<file path="src/hdl/isf_pkg.sv">
// Constants, register map and state type of the two-wire slave flag block
`default_nettype none
package isf_pkg;
  localparam int          DATA_W        = 32;
  localparam int          ADDR_W        = 8;
  // Register offsets
  localparam logic [7:0]  OFF_CTRL_A    = 8'h00;
  localparam logic [7:0]  OFF_CTRL_B    = 8'h04;
  localparam logic [7:0]  OFF_INT_CLR   = 8'h0C;
  localparam logic [7:0]  OFF_INT_SET   = 8'h0D;
  localparam logic [7:0]  OFF_FLAGS     = 8'h0E;
  localparam logic [7:0]  OFF_STATUS    = 8'h10;
  localparam logic [7:0]  OFF_DATA      = 8'h18;
  localparam logic [7:0]  OFF_OWN_ADDR  = 8'h24;
  // Field positions
  localparam int          POS_ENABLE    = 1;
  localparam int          POS_GROUP_CMD = 1;
  localparam int          POS_SMART     = 8;
  localparam int          POS_CMD_LO    = 16;
  localparam int          POS_CMD_HI    = 17;
  localparam int          POS_ACK_ACT   = 18;
  localparam int          POS_STOP      = 0;
  localparam int          POS_ADDR_HIT  = 1;
  localparam int          POS_BYTE_DONE = 2;
  // Commands
  localparam logic [1:0]  CMD_WAIT_START = 2'h2;
  localparam logic [1:0]  CMD_CONTINUE   = 2'h3;
  // Reset values and bits per byte
  localparam logic [2:0]  RST_FLAGS     = 3'h0;
  localparam logic [2:0]  RST_INTEN     = 3'h0;
  localparam logic [6:0]  RST_OWN_ADDR  = 7'h00;
  localparam logic [7:0]  RST_BYTE      = 8'h00;
  localparam logic [15:0] RST_STATUS    = 16'h0000;
  localparam logic [3:0]  BITS_PER_BYTE = 4'h8;

  typedef enum logic [3:0] {
    ISF_IDLE,
    ISF_ADDR,
    ISF_ADDR_HOLD,
    ISF_ACK,
    ISF_RX,
    ISF_RX_HOLD,
    ISF_TX_HOLD,
    ISF_TX,
    ISF_TX_ACK,
    ISF_IGNORE
  } isf_state_t;
endpackage
`default_nettype wire

</file>
<file path="src/hdl/isf_core.sv">
// Two-wire serial slave with event flags, interrupt masking and register port
//
// How it works
// - Finished slave byte sets byte done flag
// - Data write, smart read, command clear byte done
// - Writing one clears byte done flag
// - Own address received sets address hit flag
// - Any control B write clears address hit
// - Writing one clears hit, sends chosen acknowledge
// - Stop in own transaction sets stop flag
// - Foreign stop sets flag only with group command
// - Command after address hit clears stop flag
// - Writing one clears stop seen flag
// - Writing zero leaves every flag unchanged
// - Smart mode acknowledges on data read
// - Any valid command clears all three flags
`default_nettype none
module isf_core (
  input  wire logic                          clock,
  input  wire logic                          rst_b,
  input  wire logic [isf_pkg::ADDR_W-1:0]    reg_addr,
  input  wire logic [isf_pkg::DATA_W-1:0]    reg_wdata,
  input  wire logic                          reg_wr,
  input  wire logic                          reg_rd,
  output logic      [isf_pkg::DATA_W-1:0]    reg_rdata,
  input  wire logic                          scl_in,
  output logic                               scl_out,
  output logic                               scl_oe_b,
  input  wire logic                          sda_in,
  output logic                               sda_out,
  output logic                               sda_oe_b,
  output logic                               irq
);
  isf_pkg::isf_state_t state_reg;
  isf_pkg::isf_state_t state_next;
  isf_pkg::isf_state_t after_reg;
  isf_pkg::isf_state_t after_next;

  logic [1:0]  pins_sync;
  logic        scl_s;
  logic        sda_s;
  logic        scl_d_reg;
  logic        sda_d_reg;
  logic        enable_reg;
  logic        smart_reg;
  logic        group_reg;
  logic        ack_act_reg;
  logic [6:0]  own_addr_reg;
  logic [2:0]  inten_reg;
  logic [2:0]  inten_next;
  logic [2:0]  flag_reg;
  logic [2:0]  flag_next;
  logic [2:0]  flag_set;
  logic [2:0]  flag_clr;
  logic [7:0]  tx_reg;
  logic [7:0]  rx_reg;
  logic [7:0]  rx_next;
  logic [7:0]  shift_reg;
  logic [7:0]  shift_next;
  logic [3:0]  cnt_reg;
  logic [3:0]  cnt_next;
  logic        sda_low_reg;
  logic        sda_low_next;
  logic        dir_reg;
  logic        dir_next;
  logic        sel_reg;
  logic        sel_next;
  logic        nack_reg;
  logic        nack_next;
  logic        nack_sent_reg;
  logic        nack_sent_next;
  logic        set_byte;
  logic        set_hit;
  logic        set_stop;
  logic [31:0] rd_word;

  isf_sync #(
    .W(2)
  ) u_sync (
    .clock    (clock),
    .rst_b    (rst_b),
    .async_in ({scl_in, sda_in}),
    .sync_out (pins_sync)
  );

  assign scl_s = pins_sync[1];
  assign sda_s = pins_sync[0];

  // Bus condition detection on the sampled lines
  wire scl_rise   = scl_s & ~scl_d_reg;
  wire scl_fall   = ~scl_s & scl_d_reg;
  wire start_det  = scl_s & scl_d_reg & sda_d_reg & ~sda_s;
  wire stop_det   = scl_s & scl_d_reg & ~sda_d_reg & sda_s;
  wire byte_end   = scl_fall & (cnt_reg == isf_pkg::BITS_PER_BYTE);
  wire bit9_end   = scl_fall & (cnt_reg == 4'h1);

  // Register decode
  wire wr_ctrl_a  = reg_wr & (reg_addr == isf_pkg::OFF_CTRL_A);
  wire wr_ctrl_b  = reg_wr & (reg_addr == isf_pkg::OFF_CTRL_B);
  wire wr_int_clr = reg_wr & (reg_addr == isf_pkg::OFF_INT_CLR);
  wire wr_int_set = reg_wr & (reg_addr == isf_pkg::OFF_INT_SET);
  wire wr_flags   = reg_wr & (reg_addr == isf_pkg::OFF_FLAGS);
  wire wr_data    = reg_wr & (reg_addr == isf_pkg::OFF_DATA);
  wire wr_own     = reg_wr & (reg_addr == isf_pkg::OFF_OWN_ADDR);
  wire rd_data    = reg_rd & (reg_addr == isf_pkg::OFF_DATA);
  wire [1:0] cmd_val = reg_wdata[isf_pkg::POS_CMD_HI:isf_pkg::POS_CMD_LO];
  wire cmd_cont   = wr_ctrl_b & (cmd_val == isf_pkg::CMD_CONTINUE);
  wire cmd_wait   = wr_ctrl_b & (cmd_val == isf_pkg::CMD_WAIT_START);
  wire cmd_valid  = cmd_cont | cmd_wait;
  wire smart_rd   = rd_data & smart_reg;
  // A command takes the acknowledge action written beside it
  wire ack_now    = wr_ctrl_b ? reg_wdata[isf_pkg::POS_ACK_ACT] : ack_act_reg;
  wire w1_byte    = wr_flags & reg_wdata[isf_pkg::POS_BYTE_DONE];
  wire w1_hit     = wr_flags & reg_wdata[isf_pkg::POS_ADDR_HIT];
  wire w1_stop    = wr_flags & reg_wdata[isf_pkg::POS_STOP];
  wire hit_release = w1_hit & flag_reg[isf_pkg::POS_ADDR_HIT];
  wire [15:0] status_word = {13'h0000, nack_reg, dir_reg, (state_reg != isf_pkg::ISF_IDLE)};

  // Flag clear sources
  assign flag_clr[isf_pkg::POS_BYTE_DONE] = wr_data | smart_rd | cmd_valid | w1_byte;
  assign flag_clr[isf_pkg::POS_ADDR_HIT]  = wr_ctrl_b | w1_hit;
  assign flag_clr[isf_pkg::POS_STOP]      = cmd_valid | w1_stop;
  assign flag_set[isf_pkg::POS_BYTE_DONE] = set_byte;
  assign flag_set[isf_pkg::POS_ADDR_HIT]  = set_hit;
  assign flag_set[isf_pkg::POS_STOP]      = set_stop;
  // Set wins over clear; zero bits written clear nothing
  assign flag_next = flag_set | (flag_reg & ~flag_clr);

  assign inten_next = wr_int_set ? (inten_reg | reg_wdata[2:0]) :
                      wr_int_clr ? (inten_reg & ~reg_wdata[2:0]) : inten_reg;

  assign irq = |(flag_reg & inten_reg);

  assign rd_word =
    (reg_addr == isf_pkg::OFF_CTRL_A)   ? {30'h00000000, enable_reg, 1'b0} :
    (reg_addr == isf_pkg::OFF_CTRL_B)   ? {13'h0000, ack_act_reg, 2'h0, 7'h00, smart_reg,
                                           6'h00, group_reg, 1'b0} :
    (reg_addr == isf_pkg::OFF_INT_CLR)  ? {29'h00000000, inten_reg} :
    (reg_addr == isf_pkg::OFF_INT_SET)  ? {29'h00000000, inten_reg} :
    (reg_addr == isf_pkg::OFF_FLAGS)    ? {29'h00000000, flag_reg} :
    (reg_addr == isf_pkg::OFF_STATUS)   ? {16'h0000, status_word} :
    (reg_addr == isf_pkg::OFF_DATA)     ? {24'h000000, rx_reg} :
    (reg_addr == isf_pkg::OFF_OWN_ADDR) ? {25'h0000000, own_addr_reg} : 32'h00000000;

  // Open-drain drive: enables are low while pulling the line low
  assign sda_out  = 1'b0;
  assign scl_out  = 1'b0;
  assign sda_oe_b = ~sda_low_reg;
  assign scl_oe_b = ~((state_reg == isf_pkg::ISF_ADDR_HOLD) |
                      (state_reg == isf_pkg::ISF_RX_HOLD) |
                      (state_reg == isf_pkg::ISF_TX_HOLD));

  // Slave sequencer
  always_comb begin
    state_next     = state_reg;
    after_next     = after_reg;
    shift_next     = shift_reg;
    cnt_next       = cnt_reg;
    sda_low_next   = sda_low_reg;
    dir_next       = dir_reg;
    sel_next       = sel_reg;
    nack_next      = nack_reg;
    nack_sent_next = nack_sent_reg;
    rx_next        = rx_reg;
    set_byte       = 1'b0;
    set_hit        = 1'b0;
    set_stop       = 1'b0;
    if (!enable_reg) begin
      state_next   = isf_pkg::ISF_IDLE;
      sda_low_next = 1'b0;
      sel_next     = 1'b0;
    end else if (start_det) begin
      state_next   = isf_pkg::ISF_ADDR;
      cnt_next     = 4'h0;
      sda_low_next = 1'b0;
      sel_next     = 1'b0;
    end else if (stop_det) begin
      set_stop     = sel_reg | (group_reg & (state_reg != isf_pkg::ISF_IDLE));
      state_next   = isf_pkg::ISF_IDLE;
      sda_low_next = 1'b0;
      sel_next     = 1'b0;
    end else begin
      unique case (state_reg)
        isf_pkg::ISF_IDLE, isf_pkg::ISF_IGNORE: begin
        end
        isf_pkg::ISF_ADDR, isf_pkg::ISF_RX: begin
          if (scl_rise) begin
            shift_next = {shift_reg[6:0], sda_s};
            cnt_next   = cnt_reg + 4'h1;
          end else if (byte_end) begin
            cnt_next = 4'h0;
            if (state_reg == isf_pkg::ISF_RX) begin
              rx_next    = shift_reg;
              set_byte   = 1'b1;
              state_next = isf_pkg::ISF_RX_HOLD;
            end else if (shift_reg[7:1] == own_addr_reg) begin
              set_hit    = 1'b1;
              sel_next   = 1'b1;
              dir_next   = shift_reg[0];
              state_next = isf_pkg::ISF_ADDR_HOLD;
            end else begin
              state_next = isf_pkg::ISF_IGNORE;
            end
          end
        end
        isf_pkg::ISF_ADDR_HOLD: begin
          if (hit_release | cmd_cont) begin
            state_next     = isf_pkg::ISF_ACK;
            after_next     = dir_reg ? isf_pkg::ISF_TX_HOLD : isf_pkg::ISF_RX;
            sda_low_next   = ~ack_now;
            nack_sent_next = ack_now;
            cnt_next       = 4'h0;
          end else if (cmd_wait) begin
            state_next = isf_pkg::ISF_IGNORE;
          end
        end
        isf_pkg::ISF_RX_HOLD: begin
          if (cmd_cont | cmd_wait | smart_rd) begin
            state_next     = isf_pkg::ISF_ACK;
            after_next     = cmd_wait ? isf_pkg::ISF_IGNORE : isf_pkg::ISF_RX;
            sda_low_next   = ~ack_now;
            nack_sent_next = ack_now;
            cnt_next       = 4'h0;
          end
        end
        isf_pkg::ISF_ACK: begin
          if (scl_rise) begin
            cnt_next = 4'h1;
          end else if (bit9_end) begin
            sda_low_next = 1'b0;
            cnt_next     = 4'h0;
            if (nack_sent_reg) begin
              state_next = isf_pkg::ISF_IGNORE;
            end else begin
              state_next = after_reg;
              set_byte   = (after_reg == isf_pkg::ISF_TX_HOLD);
            end
          end
        end
        isf_pkg::ISF_TX_HOLD: begin
          if (cmd_cont) begin
            state_next   = isf_pkg::ISF_TX;
            shift_next   = tx_reg;
            sda_low_next = ~tx_reg[7];
            cnt_next     = 4'h0;
          end else if (cmd_wait) begin
            state_next = isf_pkg::ISF_IGNORE;
          end
        end
        isf_pkg::ISF_TX: begin
          if (scl_rise) begin
            cnt_next = cnt_reg + 4'h1;
          end else if (byte_end) begin
            sda_low_next = 1'b0;
            cnt_next     = 4'h0;
            state_next   = isf_pkg::ISF_TX_ACK;
          end else if (scl_fall) begin
            shift_next   = {shift_reg[6:0], 1'b0};
            sda_low_next = ~shift_reg[6];
          end
        end
        isf_pkg::ISF_TX_ACK: begin
          if (scl_rise) begin
            nack_next = sda_s;
            cnt_next  = 4'h1;
          end else if (bit9_end) begin
            cnt_next = 4'h0;
            if (!nack_reg) begin
              set_byte   = 1'b1;
              state_next = isf_pkg::ISF_TX_HOLD;
            end else begin
              state_next = isf_pkg::ISF_IGNORE;
            end
          end
        end
      endcase
    end
  end

  always_ff @(posedge clock or negedge rst_b) begin
    if (!rst_b) begin
      state_reg     <= isf_pkg::ISF_IDLE;
      after_reg     <= isf_pkg::ISF_RX;
      shift_reg     <= isf_pkg::RST_BYTE;
      cnt_reg       <= 4'h0;
      sda_low_reg   <= 1'b0;
      dir_reg       <= 1'b0;
      sel_reg       <= 1'b0;
      nack_reg      <= 1'b0;
      nack_sent_reg <= 1'b0;
      rx_reg        <= isf_pkg::RST_BYTE;
      flag_reg      <= isf_pkg::RST_FLAGS;
      inten_reg     <= isf_pkg::RST_INTEN;
      scl_d_reg     <= 1'b1;
      sda_d_reg     <= 1'b1;
    end else begin
      state_reg     <= state_next;
      after_reg     <= after_next;
      shift_reg     <= shift_next;
      cnt_reg       <= cnt_next;
      sda_low_reg   <= sda_low_next;
      dir_reg       <= dir_next;
      sel_reg       <= sel_next;
      nack_reg      <= nack_next;
      nack_sent_reg <= nack_sent_next;
      rx_reg        <= rx_next;
      flag_reg      <= flag_next;
      inten_reg     <= inten_next;
      scl_d_reg     <= scl_s;
      sda_d_reg     <= sda_s;
    end
  end

  // Software-written configuration
  always_ff @(posedge clock or negedge rst_b) begin
    if (!rst_b) begin
      enable_reg   <= 1'b0;
      smart_reg    <= 1'b0;
      group_reg    <= 1'b0;
      ack_act_reg  <= 1'b0;
      own_addr_reg <= isf_pkg::RST_OWN_ADDR;
      tx_reg       <= isf_pkg::RST_BYTE;
    end else begin
      if (wr_ctrl_a) begin
        enable_reg <= reg_wdata[isf_pkg::POS_ENABLE];
      end
      if (wr_ctrl_b) begin
        smart_reg   <= reg_wdata[isf_pkg::POS_SMART];
        group_reg   <= reg_wdata[isf_pkg::POS_GROUP_CMD];
        ack_act_reg <= reg_wdata[isf_pkg::POS_ACK_ACT];
      end
      if (wr_own) begin
        own_addr_reg <= reg_wdata[6:0];
      end
      if (wr_data) begin
        tx_reg <= reg_wdata[7:0];
      end
    end
  end

  // Read data stand only in the cycle after the read strobe
  always_ff @(posedge clock or negedge rst_b) begin
    if (!rst_b) begin
      reg_rdata <= 32'h00000000;
    end else begin
      reg_rdata <= reg_rd ? rd_word : 32'h00000000;
    end
  end
endmodule
`default_nettype wire

</file>
<file path="src/hdl/isf_sync.sv">
// Two-flop synchroniser for pin inputs
`default_nettype none
module isf_sync #(
  parameter int W = 2
) (
  input  wire logic         clock,
  input  wire logic         rst_b,
  input  wire logic [W-1:0] async_in,
  output logic      [W-1:0] sync_out
);
  logic [W-1:0] meta_reg;

  always_ff @(posedge clock or negedge rst_b) begin
    if (!rst_b) begin
      meta_reg <= '1;
      sync_out <= '1;
    end else begin
      meta_reg <= async_in;
      sync_out <= meta_reg;
    end
  end
endmodule
`default_nettype wire

</file>
<file path="config.mk">
export PLATFORM = sky130hd
export DESIGN_NAME = isf_core
export DESIGN_NICKNAME = d
export VERILOG_FILES = /design/src/hdl/isf_pkg.sv /design/src/hdl/isf_core.sv /design/src/hdl/isf_sync.sv
export SDC_FILE = /design/constraint.sdc
export NUM_CORES = 1
export LEC_CHECK = 0
export ABC_AREA = 1
export BUFFER_PORTS_ARGS = -buffer_cell sky130_fd_sc_hd__buf_2
export CORE_MARGIN = 2
export CORE_UTILIZATION = 50
export DETAILED_ROUTE_END_ITERATION = 7
export PLACE_DENSITY_LB_ADDON = 0.12
export SLEW_MARGIN = 20
export SYNTH_ARGS = -nofsm -noshare
export SYNTH_HDL_FRONTEND = slang
export SYNTH_SLANG_ARGS = --single-unit
</file>
<file path="constraint.sdc">
create_clock -name clock -period 1.65 [get_ports clock]
set_input_delay 0.33 -clock clock [delete_from_list [all_inputs] [get_ports clock]]
set_output_delay 0.33 -clock clock [all_outputs]
set_load 0.005 [all_outputs]
</file>
; Word level (Yosys, flattened, before mapping)
; Cells that the tools add are included.
[word_totals]
reg_bits = 83
output_inout_bits = 37
word_cells = 252
[op_classes]
addsub = 1
eq_ne = 53
n_mux = 100
n_bitwise = 56
reduce_logical = 19
[op_table]
columns = cell, count
row1 = $mux 4, 31
row2 = $mux 8, 10
row3 = $mux 19, 3
row4 = $mux 1, 45
row5 = $ne 5x5->1 const B, 9
row6 = $pmux 4 s7, 1
row7 = $and 1x1->1, 25
row8 = $eq 8x4->1 const B, 3
row9 = $pmux 8 s3, 1
row10 = $reduce_and 8->1, 3
row11 = $eq 4x3->1 const B, 5
row12 = $ne 4x1->1 const B, 5
row13 = $pmux 4 s5, 1
row14 = $eq 8x5->1 const B, 2
row15 = $not 1->1, 13
row16 = $ne 2x2->1 const B, 6
row17 = $or 1x1->1, 11
row18 = $ne 10x1->1 const B, 1
row19 = $ne 5x4->1 const B, 2
row20 = $reduce_and 10->1, 1
row21 = $reduce_and 5->1, 2
row22 = $and 3x3->3, 3
row23 = $reduce_and 9->1, 1
row24 = $eq 4x1->1 const B, 2
row25 = 32 further kinds, 43

; Depth between registers and ports, before layout
[depth]
ltp_word = 10
ltp_mapped = 14
depth_no_buf = 14

; Hierarchy
; A second synthesis with hierarchy kept.
[hier_totals]
cells_unflattened = 609
hier_area_um2 = 4550.6
[modules_own_cells]
columns = module, instances, cells_per_inst, area_each_um2, seq_area_each_um2
row1 = isf_core, 1, 605, 4445.5, 1730.4
row2 = isf_sync, 1, 4, 105.1, 105.1

; Least setup slack after synthesis
; OpenSTA, ideal clock, no wires.
[synth_path]
path_type = flip-flop to flip-flop
from = register u_sync.sync_out[0]
to = register shift_reg[6]
arrival_ns = 1.579
required_ns = 1.529
slack_ns = -0.050
stages_incl_launch_ff = 11
path_buffers = 1
path_cell_list = dfstp_2 -> inv_1 -> nand4_2 -> inv_1 -> nor2_2 -> nand2_2 -> a21oi_1 -> nand3_4 -> buf_6 -> nor2_2 -> a21oi_2
[synth_between]
elab_chain_len = 4
[synth_lines]
columns = item, line
row1 = "start, declared", isf_sync.sv:9  ; output logic [W-1:0] sync_out
row2 = "start signal, assigned", isf_sync.sv:19  ; sync_out <= meta_reg;
row3 = $not 1->1, isf_core.sv:92  ; wire start_det = scl_s & scl_d_reg & sda_d_reg & ~sda_s;
row4 = $and 1x1->1, isf_core.sv:92
row5 = $not 1->1 (no source line), n/a
row6 = $reduce_and 9->1 (no source line) *, n/a
row7 = "end signal, assigned", isf_core.sv:284  ; shift_reg <= isf_pkg::RST_BYTE;
row8 = "end signal, assigned", isf_core.sv:299  ; shift_reg <= shift_next;
row9 = "end, declared", isf_core.sv:58  ; logic [7:0] shift_reg;
; Every way passes the cells marked *; elsewhere a longest branch is shown, timed or not.
; A chain may end at the register's enable or synchronous reset.

; Final worst setup path
[layout_path]
from = register state_reg[2]
to = register shift_reg[0]
[layout_between]
elab_chain_len = 4
[layout_lines]
columns = item, line
row1 = "start, declared", isf_core.sv:34  ; isf_pkg::isf_state_t state_reg;
row2 = "start signal, assigned", isf_core.sv:282  ; state_reg <= isf_pkg::ISF_IDLE;
row3 = "start signal, assigned", isf_core.sv:297  ; state_reg <= state_next;
row4 = $eq 4x3->1 / $eq 4x1->1 (equally long branches), isf_core.sv:183  ; unique case (state_reg)
row5 = $reduce_or 2->1, isf_core.sv:183
row6 = $ne 2x2->1 (no source line) / $reduce_bool 3->1 (equally long branches), n/a
row7 = $reduce_and 9->1 (no source line), n/a
; Parallel ways exist; a longest one is shown, timed or not.

==> metrics.txt <==
synth top area cells=dfrtp_1 (39%), nand2_1 (13%), inv_1 (4.8%); area grow syn2layout=32.0%; cell area after synthesis=between 4000 and 5000 um^2; antenna-violating nets left=0; Setup-failing EPs final=14; Worst-path clk slew=0.08 ns; Final Cycle Share=108%; Total Wirelength=11,600 um; core box area=about 8300 um^2; Crit Path Category=reg2reg; Slowest-stage cell, CP=dfrtp_2; failing checks=negative setup slack; IO Count=83; Die W=between 90 and 100 um; Post-synth EDFFs=0; first-pass GRT wire length=18,300 um; HP Class=in2reg; Syn Inst Count=542; status=finished, violations left; number of I/O port buffers=38; DR vias=3,982; vias in the first global route=3,819; Max clock buf depth=2; fillers=675; clock skew=about 0.014 ns; Final #Nets=710; CTS Buf Count=9; Clock Latency Late Sink=0.35 ns; drt first pass iters=5; crit path max fanout=8; Place WS=-0.223 ns; Max Slew Vio Count=0; DR WL/cell=around 15 um; max reg flops=10; post-synth cell types=45; Leak=~2.9 nW; CTS Root Cell=clkbuf_8; most common cell in the synthesized netlist=nand2_1; fraction of layout cells with a size suffix above 1=38.4%; Mapped Avg Cell Area=slightly below 8 um^2; max_cap viols=0; minimum clock period=around 1.8 ns; post-layout util=between 60% and 70%; CP delay by family, top=simple AND/OR/NAND/NOR gates; crit start category=flop; Fmax=0.563 GHz; Worst Path Buf+Inv=1; Antenna Cells=0; # rows=33; GRT Overall Usage=25.9%; fin area=5630 um^2; ys async rst share=between 90% and 100%; TritonCTS clock tree=done; WHS=about 0.077 ns; DP Cell Count=736; crit path DAT=2.01 ns; slowest stage delay, CP=roughly 0.46 ns; register area share after synthesis=43.0%; final hold violations=0; CP Cell Sequence=inv_2 -> nor2_4 -> nand2_4 -> nand2_1 -> nand2_1 -> a21oi_4 -> nand3_4 -> nor2_4 -> a21oi_2; die height=96.4 um; setup TNS=-1.20 ns; pwr/cell area=~1100 nW/um^2; RSZ-0062 raised after global routing=true; Biggest register=reg_rdata; Tot Pwr=6.25 mW; Final WS setup=-0.125 ns; Main synth FF type=dfrtp_1; CTS Sinks=73; DR vias/cell=5.16; Starting Density=between 50% and 60%; die area=9290 um^2; Worst EP required=around 1.9 ns; # H-tree levels=3; final instance count without filler cells=about 770; initial DRC count=224; largest net degree at the start of global routing=32; largest area contributor in the netlist=dfrtp_1; RePlAce Congestion=0.936; post-synth top area share=38.7%; worst vdd ir=0.501 mV; crit path capture type=flop; antenna violations before repair=0; synthesis warning total=0; DRC violations left=0; top cells by count, synth=nand2_1 (150), dfrtp_1 (66), inv_1 (55); Seq cells post-synth=between 70 and 80; grt total ovfl=0; DP HPWL=about 8000 um; Cell Area, Placed=a little under 5000 um^2
[final timing paths]
kind | slack, ns | to | from | cells past startpoint
max reg2reg | -0.12 | shift_reg[0] | state_reg[2] | 9
min in group asynchronous | 0.44 | reg_rdata[3] | rst_b | 2
min reg2reg | 0.36 | u_sync.sync_out[0] | u_sync.meta_reg[0] | 0
max in group asynchronous | 0.63 | scl_d_reg | rst_b | 3
min | 0.08 | u_sync.meta_reg[1] | scl_in | 1
max | -0.12 | shift_reg[0] | state_reg[2] | 9
[report_power, final]
group / total [mW] / leakage (nW) / switching (mW) / internal [mW]
sequential: 2.20 / 0.911 / 0.202 / 2.00
combinational: 2.60 / 1.90 / 1.46 / 1.14
clock: 1.45 / 0.0932 / 0.703 / 0.747
total: 6.25 / 2.91 / 2.37 / 3.88
[timing repair]
item	CTS	global route
hold buffers	1	0
endpoints found under the hold margin	26	0
cloned	1	0
gates resized for setup	38	63
setup endpoints to repair	26	34
pin swaps	13	15
buffers inserted	11	6
[cells by family after synthesis]
| logic type | synth area share (%) |
|---|---|
| mux | 3.08 |
| flops | 43.0 |
| simple gates | 31.8 |
| fa+ha+maj | 0.880 |
| xor+xnor | 0.821 |
| compound gates | 9.26 |
| other cells | 0.0879 |
| buf+inv | 11.0 |
[metal layers]
metal | routed length, um | up-vias | share of wire [%] | GRT usage (%)
li1 | - | 1944 | - | -
met1 | 5130 | 1857 | 44 | 34.5
met2 | 5530 | 158 | 48 | 42.9
met3 | 724 | 23 | 6.3 | 4.97
met4 | 195 | 0 | 1.7 | 7.86
met5 | 0 | - | 0 | 0
[worst reg2reg max path, delay by kind of cell, from the launching register on]
family	cells	cell delay [ns]
AO/OA/AOI/OAI	2	0.28
buffers and inverters	1	0.07
flip-flops	1	0.46
AND/OR/NAND/NOR	6	0.85
[area by class of cell]
| class | instances | area [um^2] | area share (%) |
|---|---|---|---|
| timing repair buffer | 114 | 826 | 14.7 |
| sequential | 73 | 1840 | 32.7 |
| clock buffer | 12 | 145 | 2.58 |
| multi-input combinational | 396 | 2370 | 42.1 |
| clock inverter | 4 | 53.8 | 0.955 |
| inverter | 67 | 264 | 4.69 |
| tap | 105 | 131 | 2.33 |
[placed cells by master (no fill, tap or decap), types with 6 or more instances in the layout]
cell type,instances
inv_1,49
nand2_2,24
buf_2,37
a21oi_2,7
dfstp_2,7
clkbuf_8,10
nor2_4,21
nand3_1,27
inv_2,11
o21ai_1,11
nand3_2,7
nor2_1,27
buf_6,6
nand2_4,7
conb_1,24
mux2_2,9
nand2_1,129
buf_4,67
nand4_1,12
a21oi_1,14
o21ai_0,21
dfrtp_1,62
nor2_2,9
No activity file was read; power rests on OpenSTA's default activity.
